`config.mk`:
```
export PLATFORM = sky130hd
export DESIGN_NAME = bsh_boot_strap
export DESIGN_NICKNAME = d
export VERILOG_FILES = /design/src/logic/bsh_pkg.sv /design/src/logic/bsh_spi_if.sv /design/src/logic/bsh_spi_shift.sv /design/src/logic/bsh_boot_strap.sv
export SDC_FILE = /design/constraint.sdc
export NUM_CORES = 1
export LEC_CHECK = 0
export BUFFER_PORTS_ARGS = -buffer_cell sky130_fd_sc_hd__buf_2
export CAP_MARGIN = 20
export CORE_AREA = 2 2 120 122
export CTS_CLUSTER_DIAMETER = 100
export DETAILED_ROUTE_END_ITERATION = 8
export DIE_AREA = 0 0 122 124
export PLACE_DENSITY_LB_ADDON = 0.3
export SYNTH_ARGS = -nofsm -noshare
export SYNTH_HDL_FRONTEND = slang
export SYNTH_SLANG_ARGS = --single-unit
```
`constraint.sdc`:
```
create_clock -name clk -period 1.8 [get_ports clk]
set_input_delay 0.27 -clock clk [delete_from_list [all_inputs] [get_ports clk]]
set_output_delay 0.27 -clock clk [all_outputs]
set_load 0.01 [all_outputs]
```
`src/logic/bsh_pkg.sv`:
```
// boot strap and host pin package: constants, states and the operation list
// assumes one 50 MHz core clock; all pins reach the core through bsh_boot_strap
// Operation
// - at power-up sample first strap pin as target address bit 4
// - at power-up sample second strap pin as target address bit 5
// - high hardware reset input resets, then configuration reloads from external flash
// - port 1 interrupt is an active-low open-drain output
// - port 2 interrupt is a separate active-low open-drain output
// - address select sets both ports' address and code-share master or slave role
// - boot judges flash contents valid from the serial-input line before loading
// - device is SPI master: drives clock, data out, active-low select; reads data in
// - serial data and clock of both host ports are driven open-drain only
package bsh_pkg;

    // ==========================================================
    // timing
    localparam int CLK_FREQ_MHZ     = 50;
    localparam int STRAP_SETTLE_NS  = 1000;
    localparam int STRAP_SETTLE_CYC = (STRAP_SETTLE_NS * CLK_FREQ_MHZ + 999) / 1000;
    localparam int SPI_HALF_DIV     = 4;

    // ==========================================================
    // address layout
    localparam int        ADDR_W         = 7;
    localparam int        ADDR_B4_POS    = 4;
    localparam int        ADDR_B5_POS    = 5;
    localparam int        ADDR_SEL_W     = 5;
    localparam int        SEL_SHARE_POS  = 4;
    localparam logic      ADDR_B6_VAL    = 1'b0;
    localparam logic [6:0] ADDR_RST      = 7'h00;

    // ==========================================================
    // flash boot
    localparam logic [7:0] FLASH_CMD_READ = 8'h03;
    localparam logic [7:0] FLASH_MAGIC    = 8'hA5;
    localparam logic [7:0] FLASH_FILL     = 8'h00;
    localparam int         FLASH_ADDR_BYTES = 3;
    localparam int         CFG_BYTES      = 4;

    typedef enum logic [3:0] {
        ST_SETTLE, ST_CAPTURE, ST_CMD, ST_ADDR, ST_SIG, ST_LOAD, ST_DONE, ST_BAD, ST_HOLD
    } bsh_state_e;

endpackage

```
`src/logic/bsh_spi_if.sv`:
```
// byte request carrier between the boot sequencer and the SPI shifter
// assumes both ends run on the same core clock
`timescale 1ns/1ps
interface bsh_spi_if;
    logic       start;
    logic       abort;
    logic [7:0] tx;
    logic       busy;
    logic       done;
    logic [7:0] rx;

    modport ctl (output start, output abort, output tx, input busy, input done, input rx);
    modport eng (input start, input abort, input tx, output busy, output done, output rx);
endinterface

```
`src/logic/bsh_spi_shift.sv`:
```
// SPI mode 0 byte shifter, msb first, clock divided from the core clock
// assumes the select line is owned by the sequencer; data-in is an async pin
`timescale 1ns/1ps
module bsh_spi_shift import bsh_pkg::*; #(
    parameter int HALF_DIV = SPI_HALF_DIV
) (
    input  wire logic clk,
    input  wire logic resetn,
    bsh_spi_if.eng    bus,
    input  wire logic miso_pin,
    output logic      sclk,
    output logic      mosi
);

    // slack: synced data-in lags two cycles, so half period must exceed that
    if (HALF_DIV < 3) begin : g_bad_div
        $error("HALF_DIV must be at least 3");
    end

    localparam int DW = $clog2(HALF_DIV);

    logic [1:0]    miso_sync_q;
    logic [DW-1:0] div_q;
    logic [2:0]    bit_q;
    logic [7:0]    sh_q;
    logic [7:0]    rx_q;
    logic          busy_q;
    logic          done_q;
    logic          sclk_q;
    logic          mosi_q;

    wire half_tick = busy_q && (div_q == DW'(HALF_DIV - 1));

    // ==========================================================
    // shifter
    always_ff @(posedge clk or negedge resetn) begin
        if (!resetn) begin
            miso_sync_q <= 2'h0;
            div_q       <= '0;
            bit_q       <= 3'h0;
            sh_q        <= 8'h00;
            rx_q        <= 8'h00;
            busy_q      <= 1'b0;
            done_q      <= 1'b0;
            sclk_q      <= 1'b0;
            mosi_q      <= 1'b0;
        end else begin
            miso_sync_q <= {miso_sync_q[0], miso_pin};
            done_q      <= 1'b0;
            if (bus.abort) begin
                busy_q <= 1'b0;
                sclk_q <= 1'b0;
            end else if (bus.start && !busy_q) begin
                sh_q   <= bus.tx;
                mosi_q <= bus.tx[7];
                busy_q <= 1'b1;
                bit_q  <= 3'h0;
                div_q  <= '0;
            end else if (busy_q) begin
                div_q <= half_tick ? '0 : div_q + DW'(1);
                if (half_tick && !sclk_q) begin
                    sclk_q <= 1'b1;
                    rx_q   <= {rx_q[6:0], miso_sync_q[1]};
                end else if (half_tick) begin
                    sclk_q <= 1'b0;
                    sh_q   <= {sh_q[6:0], 1'b0};
                    mosi_q <= sh_q[6];
                    bit_q  <= bit_q + 3'h1;
                    if (bit_q == 3'h7) begin
                        busy_q <= 1'b0;
                        done_q <= 1'b1;
                    end
                end
            end
        end
    end

    assign bus.busy = busy_q;
    assign bus.done = done_q;
    assign bus.rx   = rx_q;
    assign sclk     = sclk_q;
    assign mosi     = mosi_q;

endmodule // bsh_spi_shift

```
`src/logic/bsh_boot_strap.sv`:
```
// power-up strap capture, flash boot loader and host pin control
// assumes an I2C engine on the same clock asks for pin drives and raises irq requests
`timescale 1ns/1ps
module bsh_boot_strap import bsh_pkg::*; #(
    parameter int NCFG     = CFG_BYTES,
    parameter int HALF_DIV = SPI_HALF_DIV
) (
    input  wire logic                  clk,
    input  wire logic                  resetn,
    input  wire logic                  addr_strap_bit4_pin,
    input  wire logic                  addr_strap_bit5_pin,
    input  wire logic [ADDR_SEL_W-1:0] addr_sel_code,
    input  wire logic                  hw_reload_reset_in,
    input  wire logic                  flash_miso,
    output logic                       flash_sclk,
    output logic                       flash_mosi,
    output logic                       flash_select_n,
    input  wire logic                  host1_serial_data_i,
    output logic                       host1_serial_data_o,
    output logic                       host1_serial_data_oe_n,
    input  wire logic                  host1_serial_clock_i,
    output logic                       host1_serial_clock_o,
    output logic                       host1_serial_clock_oe_n,
    input  wire logic                  host2_serial_data_i,
    output logic                       host2_serial_data_o,
    output logic                       host2_serial_data_oe_n,
    input  wire logic                  host2_serial_clock_i,
    output logic                       host2_serial_clock_o,
    output logic                       host2_serial_clock_oe_n,
    output logic                       host1_irq_n_o,
    output logic                       host1_irq_n_oe_n,
    output logic                       host2_irq_n_o,
    output logic                       host2_irq_n_oe_n,
    input  wire logic [3:0]            i2c_drive_low,
    output logic [3:0]                 i2c_line_sync,
    input  wire logic [1:0]            irq_req,
    output logic [ADDR_W-1:0]          target_addr,
    output logic                       code_share_master,
    output logic                       addr_fixed,
    output logic                       i2c_enable,
    output logic                       flash_valid,
    output logic                       boot_done,
    output logic [8*NCFG-1:0]          cfg_data
);

    // byte index is 8 bits wide, so the slice used for cfg writes caps the count
    if (NCFG < 1 || NCFG > 255) begin : g_bad_ncfg
        $error("NCFG must be 1..255");
    end

    localparam int SW = $clog2(STRAP_SETTLE_CYC + 1);

    function automatic logic is_xfer(input bsh_state_e s);
        is_xfer = (s == ST_CMD) || (s == ST_ADDR) || (s == ST_SIG) || (s == ST_LOAD);
    endfunction

    // ==========================================================
    // pin synchronisers
    logic [1:0]            s4_sync_q, s5_sync_q, rl_sync_q;
    logic [ADDR_SEL_W-1:0] sel_m_q, sel_s_q;
    wire                   s4_s = s4_sync_q[1];
    wire                   s5_s = s5_sync_q[1];
    wire                   rl_s = rl_sync_q[1];

    always_ff @(posedge clk or negedge resetn) begin
        if (!resetn) begin
            s4_sync_q <= 2'h0;
            s5_sync_q <= 2'h0;
            rl_sync_q <= 2'h0;
            sel_m_q   <= '0;
            sel_s_q   <= '0;
        end else begin
            s4_sync_q <= {s4_sync_q[0], addr_strap_bit4_pin};
            s5_sync_q <= {s5_sync_q[0], addr_strap_bit5_pin};
            rl_sync_q <= {rl_sync_q[0], hw_reload_reset_in};
            sel_m_q   <= addr_sel_code;
            sel_s_q   <= sel_m_q;
        end
    end

    // ==========================================================
    // boot sequencer
    bsh_spi_if spi ();

    bsh_spi_shift #(.HALF_DIV(HALF_DIV)) u_shift (
        .clk      (clk),
        .resetn   (resetn),
        .bus      (spi.eng),
        .miso_pin (flash_miso),
        .sclk     (flash_sclk),
        .mosi     (flash_mosi)
    );

    bsh_state_e        st_q, st_d;
    logic [SW-1:0]     settle_q;
    logic [7:0]        idx_q;
    logic              pend_q;
    logic              sel_n_q;
    logic [6:0]        addr_q;
    logic              share_q, fixed_q, valid_q, done_q;
    logic [8*NCFG-1:0] cfg_q;

    wire last_addr = idx_q == 8'(FLASH_ADDR_BYTES - 1);
    wire last_cfg  = idx_q == 8'(NCFG - 1);
    wire sig_ok    = spi.rx == FLASH_MAGIC;

    assign spi.start = is_xfer(st_q) && !pend_q && !spi.busy && !rl_s;
    assign spi.abort = rl_s;
    assign spi.tx    = (st_q == ST_CMD) ? FLASH_CMD_READ : FLASH_FILL;

    always_comb begin
        st_d = st_q;
        if (rl_s) begin
            st_d = ST_HOLD;
        end else begin
            case (st_q)
                ST_SETTLE:  if (settle_q == SW'(STRAP_SETTLE_CYC)) st_d = ST_CAPTURE;
                ST_CAPTURE: st_d = ST_CMD;
                ST_CMD:     if (spi.done) st_d = ST_ADDR;
                ST_ADDR:    if (spi.done && last_addr) st_d = ST_SIG;
                ST_SIG:     if (spi.done) st_d = sig_ok ? ST_LOAD : ST_BAD;
                ST_LOAD:    if (spi.done && last_cfg) st_d = ST_DONE;
                ST_HOLD:    st_d = fixed_q ? ST_CMD : ST_SETTLE;
                default:    st_d = st_q;
            endcase
        end
    end

    always_ff @(posedge clk or negedge resetn) begin
        if (!resetn) begin
            st_q     <= ST_SETTLE;
            settle_q <= '0;
            idx_q    <= 8'h00;
            pend_q   <= 1'b0;
            sel_n_q  <= 1'b1;
            addr_q   <= ADDR_RST;
            share_q  <= 1'b0;
            fixed_q  <= 1'b0;
            valid_q  <= 1'b0;
            done_q   <= 1'b0;
            cfg_q    <= '0;
        end else begin
            st_q    <= st_d;
            sel_n_q <= !is_xfer(st_d);
            if (st_q == ST_SETTLE && settle_q != SW'(STRAP_SETTLE_CYC)) begin
                settle_q <= settle_q + SW'(1);
            end
            if (spi.start) begin
                pend_q <= 1'b1;
            end else if (spi.done || rl_s) begin
                pend_q <= 1'b0;
            end
            if (st_d != st_q) begin
                idx_q <= 8'h00;
            end else if (spi.done) begin
                idx_q <= idx_q + 8'h01;
            end
            // straps held only from power-up, a reload keeps them
            if (st_q == ST_CAPTURE) begin
                addr_q  <= {ADDR_B6_VAL, s5_s, s4_s, sel_s_q[3:0]};
                share_q <= sel_s_q[SEL_SHARE_POS];
                fixed_q <= 1'b1;
            end
            if (st_q == ST_LOAD && spi.done) begin
                cfg_q[8*idx_q[$clog2(NCFG+1)-1:0] +: 8] <= spi.rx;
            end
            if (st_q == ST_SIG && spi.done) begin
                valid_q <= sig_ok;
            end
            if (rl_s) begin
                valid_q <= 1'b0;
                done_q  <= 1'b0;
                cfg_q   <= '0;
            end else if (st_d == ST_DONE) begin
                done_q <= 1'b1;
            end
        end
    end

    // ==========================================================
    // host pins, open drain: output value is always low, enable low drives
    logic [3:0] ln_m_q, ln_s_q, od_oe_n_q;
    logic [1:0] irq_oe_n_q;
    wire  [3:0] ln_pin = {host2_serial_clock_i, host2_serial_data_i, host1_serial_clock_i, host1_serial_data_i};
    wire        talk   = fixed_q && !rl_s;

    for (genvar i = 0; i < 4; i++) begin : g_line
        always_ff @(posedge clk or negedge resetn) begin
            if (!resetn) begin
                ln_m_q[i]    <= 1'b1;
                ln_s_q[i]    <= 1'b1;
                od_oe_n_q[i] <= 1'b1;
            end else begin
                ln_m_q[i]    <= ln_pin[i];
                ln_s_q[i]    <= ln_m_q[i];
                od_oe_n_q[i] <= !(i2c_drive_low[i] && talk);
            end
        end
    end

    for (genvar p = 0; p < 2; p++) begin : g_irq
        always_ff @(posedge clk or negedge resetn) begin
            if (!resetn) begin
                irq_oe_n_q[p] <= 1'b1;
            end else begin
                irq_oe_n_q[p] <= !irq_req[p];
            end
        end
    end

    logic zero_q;
    always_ff @(posedge clk or negedge resetn) begin
        if (!resetn) begin
            zero_q <= 1'b0;
        end else begin
            zero_q <= 1'b0;
        end
    end

    assign host1_serial_data_o     = zero_q;
    assign host1_serial_clock_o    = zero_q;
    assign host2_serial_data_o     = zero_q;
    assign host2_serial_clock_o    = zero_q;
    assign host1_irq_n_o           = zero_q;
    assign host2_irq_n_o           = zero_q;
    assign host1_serial_data_oe_n  = od_oe_n_q[0];
    assign host1_serial_clock_oe_n = od_oe_n_q[1];
    assign host2_serial_data_oe_n  = od_oe_n_q[2];
    assign host2_serial_clock_oe_n = od_oe_n_q[3];
    assign host1_irq_n_oe_n        = irq_oe_n_q[0];
    assign host2_irq_n_oe_n        = irq_oe_n_q[1];
    assign i2c_line_sync           = ln_s_q;
    assign flash_select_n          = sel_n_q;
    assign target_addr             = addr_q;
    assign code_share_master       = share_q;
    assign addr_fixed              = fixed_q;
    assign flash_valid             = valid_q;
    assign boot_done               = done_q;
    assign cfg_data                = cfg_q;

    logic en_q;
    always_ff @(posedge clk or negedge resetn) begin
        if (!resetn) begin
            en_q <= 1'b0;
        end else begin
            en_q <= talk;
        end
    end
    assign i2c_enable = en_q;

    // ==========================================================
    // checks
    AST_ADDR_B4: assert property (@(posedge clk) disable iff (!resetn)
        $rose(fixed_q) |-> addr_q[ADDR_B4_POS] == $past(s4_s)) else $error("address bit 4 not from strap");
    AST_ADDR_B5: assert property (@(posedge clk) disable iff (!resetn)
        $rose(fixed_q) |-> addr_q[ADDR_B5_POS] == $past(s5_s)) else $error("address bit 5 not from strap");
    AST_RELOAD_HOLD: assert property (@(posedge clk) disable iff (!resetn)
        rl_s |=> st_q == ST_HOLD && !done_q && !valid_q) else $error("reload did not hold boot");
    AST_RELOAD_RESUME: assert property (@(posedge clk) disable iff (!resetn)
        st_q == ST_HOLD && fixed_q && !rl_s |=> st_q == ST_CMD ##1 !sel_n_q) else $error("no flash reload");
    AST_IRQ1: assert property (@(posedge clk) disable iff (!resetn)
        irq_req[0] |=> !host1_irq_n_oe_n && !host1_irq_n_o) else $error("port 1 irq not driven low");
    AST_IRQ2: assert property (@(posedge clk) disable iff (!resetn)
        !irq_req[1] |=> host2_irq_n_oe_n) else $error("port 2 irq driven without request");
    AST_SEL_ROLE: assert property (@(posedge clk) disable iff (!resetn)
        $rose(fixed_q) |-> share_q == $past(sel_s_q[SEL_SHARE_POS]) && addr_q[3:0] == $past(sel_s_q[3:0]))
        else $error("address select not applied");
    AST_SIG_BAD: assert property (@(posedge clk) disable iff (!resetn)
        st_q == ST_SIG && spi.done && !sig_ok && !rl_s |=> st_q == ST_BAD && !valid_q ##1 sel_n_q)
        else $error("invalid flash not rejected");
    AST_SCLK_SEL: assert property (@(posedge clk) disable iff (!resetn)
        $rose(flash_sclk) |-> !flash_select_n) else $error("flash clock without select");
    AST_OD_DRIVE: assert property (@(posedge clk) disable iff (!resetn)
        !od_oe_n_q[0] |-> $past(i2c_drive_low[0]) && !host1_serial_data_o) else $error("bad open-drain drive");
    AST_QUIET: assert property (@(posedge clk) disable iff (!resetn)
        !fixed_q |-> od_oe_n_q == 4'hF && !en_q) else $error("host port active before address fixed");

    COV_BOOT_OK: cover property (@(posedge clk) disable iff (!resetn) $rose(done_q) && valid_q);
    COV_BOOT_BAD: cover property (@(posedge clk) disable iff (!resetn) st_q == ST_BAD);
    COV_RELOAD: cover property (@(posedge clk) disable iff (!resetn) st_q == ST_HOLD ##1 st_q == ST_CMD);

endmodule // bsh_boot_strap

```
==> results.json, run 1 <==
{
  "layout_setup_ws_ns": -0.0721,
  "rows": 43,
  "ys_seq_elements": 119,
  "most_used_cells_in_the_layout_excluding_fill_and_tap_cells": "dfrtp_1 (101), buf_2 (75), buf_4 (57), nand2_1 (43), a22o_1 (24)",
  "overflow": 0,
  "post_synth.cell_area_avg_um2": 12.2,
  "placement.setup.worst_slack_ns": -0.223,
  "post_synth_inst_count": 402,
  "detail_route.vias_per_cell": 4.79,
  "fin_crit_ns": 1.87,
  "clk_latency_ns": 0.41,
  "finalCritPeriodShare_pct": 104,
  "maxCapViolCount": 0,
  "violations_in_the_final_reports": "negative setup slack",
  "count_of_flip_flops_with_a_built_in_enable_after_synthesis": 0,
  "numPortBuffers": 76,
  "timing_max_transition_violations_final": 0,
  "cts.reportedPaths.clkPinSlew_ns": 0.06,
  "layout-area-overhead-vs-synth_pct": 41.9,
  "yosysWarningCount": 0,
  "static-leakage-power_nw": 3.31,
  "grt_setup_unrepaired": "yes",
  "drt_wl_total_um": 10900,
  "tritoncts": "done",
  "drt_pre_antenna_iters": 4,
  "synth_top_flop_cell": "dfrtp_1",
  "setup_crit_start_kind": "flop",
  "fmax_ghz": 0.534,
  "post_detailed_route_drc_marker_count": 0,
  "synth_area_mm2": 0.00490,
  "floorplan.core_area_mm2": 0.0137,
  "diodes_inserted": 0,
  "critPathCaptureType": "flop",
  "async_reset_ff_share_pct": 100,
  "all_layer_gr_usage_pct": 15.5,
  "reg2reg_setup_slack_ns": -0.07,
  "post_route_cells_drive_above_1_share_pct": 43.1,
  "synth.distinct_cells": 59,
  "numClockSinks": 119,
  "worstPathMaxFanout": 8,
  "routed_wire_length_per_instance_um": 14.5,
  "netSwitchingPower_mw": 1.52,
  "ctsHtreeMaxLevel": 4,
  "power.internal_mw": 5.10,
  "detailedRoute.firstIterationViolations": 131,
  "finalSetupViolCount": 25,
  "cts_made_buffers": 17,
  "clock_path_buffers": 2,
  "grt_max_degree": 46,
  "placedCellCount": 692,
  "pwr_density_cell_mw_per_mm2": 952,
  "clkPwrFrac_pct": 49.2,
  "grt_first_pass_wirelength_um": 18100,
  "timing.clock.skew_ns": 0.00692,
  "power.switching_fraction_pct": 23.0,
  "irDropWorstVdd_mv": 0.537,
  "timing.hold.worst.class": "in -> async",
  "worst-endpoint-arrival_ns": 2.18,
  "finalHoldViolCount": 0,
  "die_w_um": 122,
  "finalNetCount": 588,
  "worstSetupPathType": "reg -> reg",
  "antenna_found_initial": 0,
  "gp_congestion": 0.823,
  "power_frac_comb_pct": 7.2,
  "seq_power_share_pct": 43.7,
  "via_count_of_the_first_global_routing_pass": 3709,
  "number_of_top_level_pins": 84,
  "mostFrequentLayoutCell": "dfrtp_1",
  "fp.dieArea_mm2": 0.0151,
  "hold_slack_ns": 0.346,
  "synth.yosys.seq_area_share_pct": 61.1,
  "clockRootBuffer": "clkbuf_16",
  "drtAntennaViolNets": 0,
  "critical_path_required_ns": 2.11,
  "fin_cells": 751,
  "outcome": "finished, violations left",
  "initial_utilization_pct": 35.7,
  "dr_total_vias": 3601,
  "die_h_um": 124,
  "hpwlAfterDp_um": 7260
}
## power groups by stage
stage / Sequential [mW] / Clock [mW] / Combinational, mW
floorplan: 2.93 / 0 / 0.218
CTS: 2.89 / 3.35 / 0.469
detailed placement: 2.94 / 0 / 0.421
finish: 2.89 / 3.26 / 0.475
global placement: 2.93 / 0 / 0.403
global route: 2.91 / 3.49 / 0.533
## area by class of cell
| type | count | area (µm²) |
|---|---|---|
| sequential | 119 | 3000 |
| multi-input combinational | 255 | 2050 |
| clock buffer | 21 | 450 |
| inverter | 9 | 36.3 |
| fill | 1227 | 6760 |
| tap | 180 | 225 |
| clock inverter | 11 | 126 |
| timing repair buffer | 156 | 1070 |
## registers in the layout, summed over array words and instances, names as in the netlist, 3 cells and up
signal,cells
sel_s_q,5
i2c_line_sync,4
ln_m_q,4
cfg_data,32
settle_q,6
u_shift.bit_q,3
u_shift.bus.rx,8
target_addr,6
u_shift.sh_q,7
sel_m_q,5
idx_q,8
st_q,4
## routing by layer
metal / vias to the layer above / wire length [µm] / part of all wire (%) / global-route usage (%)
li1: 1716 / - / - / -
met1: 1797 / 4840 / 45 / 19.4
met2: 82 / 5490 / 51 / 25.1
met3: 6 / 442 / 4.1 / 4.76
met4: 0 / 95 / 0.87 / 6.18
met5: - / 0 / 0 / 0
## stage by stage
stage	utilization, %	power [mW]	instance area (µm²)	setup TNS, ns
CTS	49.5	6.72	6790	-3.34
finish	50.7	6.63	6960	-0.959
detailed placement	42.9	3.36	5880	-4.58
floorplan	-	3.15	4990	-1.40
global route	50.7	6.93	6960	-3.18
global placement	42.9	3.33	5880	-2.11
## cell families after synthesis
kind of cell	synth area share, %
AND/OR/NAND/NOR	15.1
flip-flops	61.1
AO/OA/AOI/OAI	10.9
buffers and inverters	3.50
multiplexers	4.36
XOR/XNOR	2.68
adder cells (fa/ha/maj)	2.30
other	0.0765
## cell usage after synthesis, types with 7 or more instances
master | instances | area share [%]
o21ai_0 | 9 | 0.92
buf_2 | 8 | 0.82
ha_1 | 9 | 2.3
mux2_2 | 7 | 1.6
inv_1 | 8 | 0.61
a22o_1 | 24 | 4.3
dfrtp_1 | 104 | 53
mux2_1 | 8 | 1.8
nor4_1 | 10 | 1.3
dfstp_2 | 15 | 8.0
nor2_1 | 18 | 1.4
nand3_1 | 7 | 0.71
buf_4 | 9 | 1.4
a21oi_1 | 18 | 1.8
xnor2_1 | 10 | 1.8
nand2_1 | 50 | 3.8
## worst paths after layout
| kind | cells past startpoint | to | from |
|---|---|---|---|
| max | 5 | idx_q[7] | idx_q[5] |
| min | 2 | code_share_master | resetn |
| max reg2reg | 5 | idx_q[7] | idx_q[5] |
| min reg2reg | 0 | rl_sync_q[1] | rl_sync_q[0] |
| max in group asynchronous | 3 | host2_irq_n_oe_n | resetn |
| min in group clk | 0 | rl_sync_q[1] | rl_sync_q[0] |
## repair_timing
item | in CTS | in global routing
setup buffers | 4 | 6
endpoints found under the hold margin | 42 | 0
pin swaps | 12 | 18
setup endpoints to repair | 43 | 45
gates resized for setup | 20 | 33
hold buffers | 20 | 0
## critical path, cell delays in order (launching register included)
cell and delay (ns):
dfrtp_2 0.42, nor4_4 0.33, a41oi_2 0.17, a311oi_2 0.27, mux2_4 0.43, nor4_4 0.16
No activity file was read; power rests on OpenSTA's default activity.
==> run 2: changes to the inputs <==
TNS_END_PERCENT = 50   (was default)
==> results.json, run 2 (synthesized netlist as in run 1, its figures left out) <==
{
  "pwr_density_cell_mw_per_mm2": 959,
  "worstSetupPathType": "reg -> reg",
  "detail_route.vias_per_cell": 4.85,
  "floorplan.core_area_mm2": 0.0137,
  "hold_path_depth": 0,
  "fin_crit_ns": 1.91,
  "number_of_top_level_pins": 84,
  "worstHoldEndpoint": "sel_s_q[3]",
  "irDropWorstVdd_mv": 0.535,
  "detailedRoute.firstIterationViolations": 213,
  "ctsHtreeMaxLevel": 4,
  "numClockSinks": 119,
  "outcome": "finished, violations left",
  "overflow": 0,
  "r2r_cells": 9,
  "die_h_um": 124,
  "layout_setup_ws_ns": -0.113,
  "setup_crit_start_kind": "flop",
  "diodes_inserted": 0,
  "static-leakage-power_nw": 3.34,
  "placedCellCount": 694,
  "maxCapViolCount": 0,
  "hold_slack_ns": 0.345,
  "numPortBuffers": 76,
  "timing.hold.worst.class": "reg -> reg",
  "grt_max_degree": 35,
  "worst-endpoint-arrival_ns": 2.25,
  "layout.filler_cells": 1189,
  "post_route_cells_drive_above_1_share_pct": 42.6,
  "hpwlAfterDp_um": 7400,
  "initial_utilization_pct": 35.7,
  "timing.clock.skew_ns": 0.0136,
  "clk_latency_ns": 0.42,
  "reg2reg_setup_slack_ns": -0.11,
  "finalCritPeriodShare_pct": 106,
  "finalSetupViolCount": 34,
  "cts.reportedPaths.clkPinSlew_ns": 0.06,
  "r2r_start": "idx_q[1]",
  "grt_first_pass_wirelength_um": 18400,
  "all_layer_gr_usage_pct": 15.9,
  "largest_register_ffs": 32,
  "hold_path_startpoint": "sel_m_q[3]",
  "grt_setup_unrepaired": "yes",
  "layout-area-overhead-vs-synth_pct": 42.7,
  "final_total_negative_setup_slack_ns": -1.97,
  "drt_wl_total_um": 10900,
  "via_count_of_the_first_global_routing_pass": 3730,
  "area.sequential_mm2": 0.00300,
  "fin_cells": 755,
  "rows": 43,
  "tritoncts": "done",
  "clock_path_buffers": 2,
  "mostFrequentLayoutCell": "dfrtp_1",
  "finalNetCount": 592,
  "cts_made_buffers": 17,
  "multi_input_area_mm2": 0.00202,
  "gp_congestion": 0.840,
  "timing_max_transition_violations_final": 0,
  "fp.dieArea_mm2": 0.0151,
  "reg2reg_to": "cfg_data[21]",
  "routed_wire_length_per_instance_um": 14.4,
  "final_core_utilization_pct": 51.0,
  "drtAntennaViolNets": 0,
  "finalHoldViolCount": 0,
  "drt_pre_antenna_iters": 4,
  "fmax_ghz": 0.523,
  "worstPathMaxFanout": 8,
  "antenna_found_initial": 0,
  "violations_in_the_final_reports": "negative setup slack",
  "critPathCaptureType": "flop",
  "most_used_cells_in_the_layout_excluding_fill_and_tap_cells": "dfrtp_1 (104), buf_2 (75), buf_4 (57), nand2_1 (43), a22o_1 (24)",
  "dr_total_vias": 3663,
  "total_power_mw": 6.71,
  "post_detailed_route_drc_marker_count": 0,
  "die_w_um": 122,
  "clockRootBuffer": "clkbuf_16",
  "critical_path_required_ns": 2.14
}
run 2: layer usage:
metal | GRT usage (%) | vias up | part of all wire [%]
met4 | 6.68 | 0 | 1.6
met3 | 4.30 | 13 | 4.4
met1 | 20.3 | 1836 | 44
met2 | 25.6 | 85 | 50
li1 | - | 1729 | -
met5 | 0 | - | 0
run 2: per-stage QoR:
step / cell area (µm²) / worst slack (ns)
2_1_floorplan: 4990 / -0.146
3_5_place_dp: 5910 / -0.221
5_1_grt: 7000 / -0.213
3_3_place_gp: 5910 / -0.140
6_report: 7000 / -0.113
4_1_cts: 6890 / -0.158
run 2: area by class of cell:
| class | count | share of cell area (%) |
|---|---|---|
| multi-input cells | 255 | 28.8 |
| well taps | 180 | 3.22 |
| clock inverters | 11 | 1.77 |
| flip-flops and latches | 119 | 42.8 |
| inverters | 9 | 0.519 |
| clock buffers | 21 | 6.58 |
| repair buffers | 160 | 16.3 |
run 2: repair_timing:
item                                    CTS  global route
hold endpoints to repair                 43             0
endpoints found under the setup margin   43            37
gates resized for setup                  29            20
setup buffers                             6             4
hold buffers                             20             0
pin swaps                                24            18
run 2: worst max-delay path by stage:
stage / from / endpoint / slack, ns
after floorplan: idx_q[5] / idx_q[0] / -0.15
after global placement: idx_q[5] / idx_q[1] / -0.14
after global routing: idx_q[1] / cfg_data[17] / -0.21
after CTS: idx_q[2] / idx_q[7] / -0.16
after detailed placement: idx_q[5] / idx_q[0] / -0.22
final: idx_q[1] / cfg_data[21] / -0.11
run 2: where the power goes:
group          total (mW)  leakage [nW]  internal (mW)  switching, mW
Sequential           2.88          1.56           2.81         0.0751
Combinational       0.533          1.52          0.265          0.267
Clock                3.30         0.269           2.10           1.19
Total                6.71          3.34           5.18           1.54
run 2: worst max-delay path, stage by stage (launching register included):
cell      delay (ns)
dfrtp_1         0.40
inv_2           0.07
ha_4            0.17
ha_4            0.27
nor2b_4         0.17
o2111a_2        0.22
nor3b_4         0.19
buf_6           0.18
nand2_2         0.05
o21ai_1         0.13
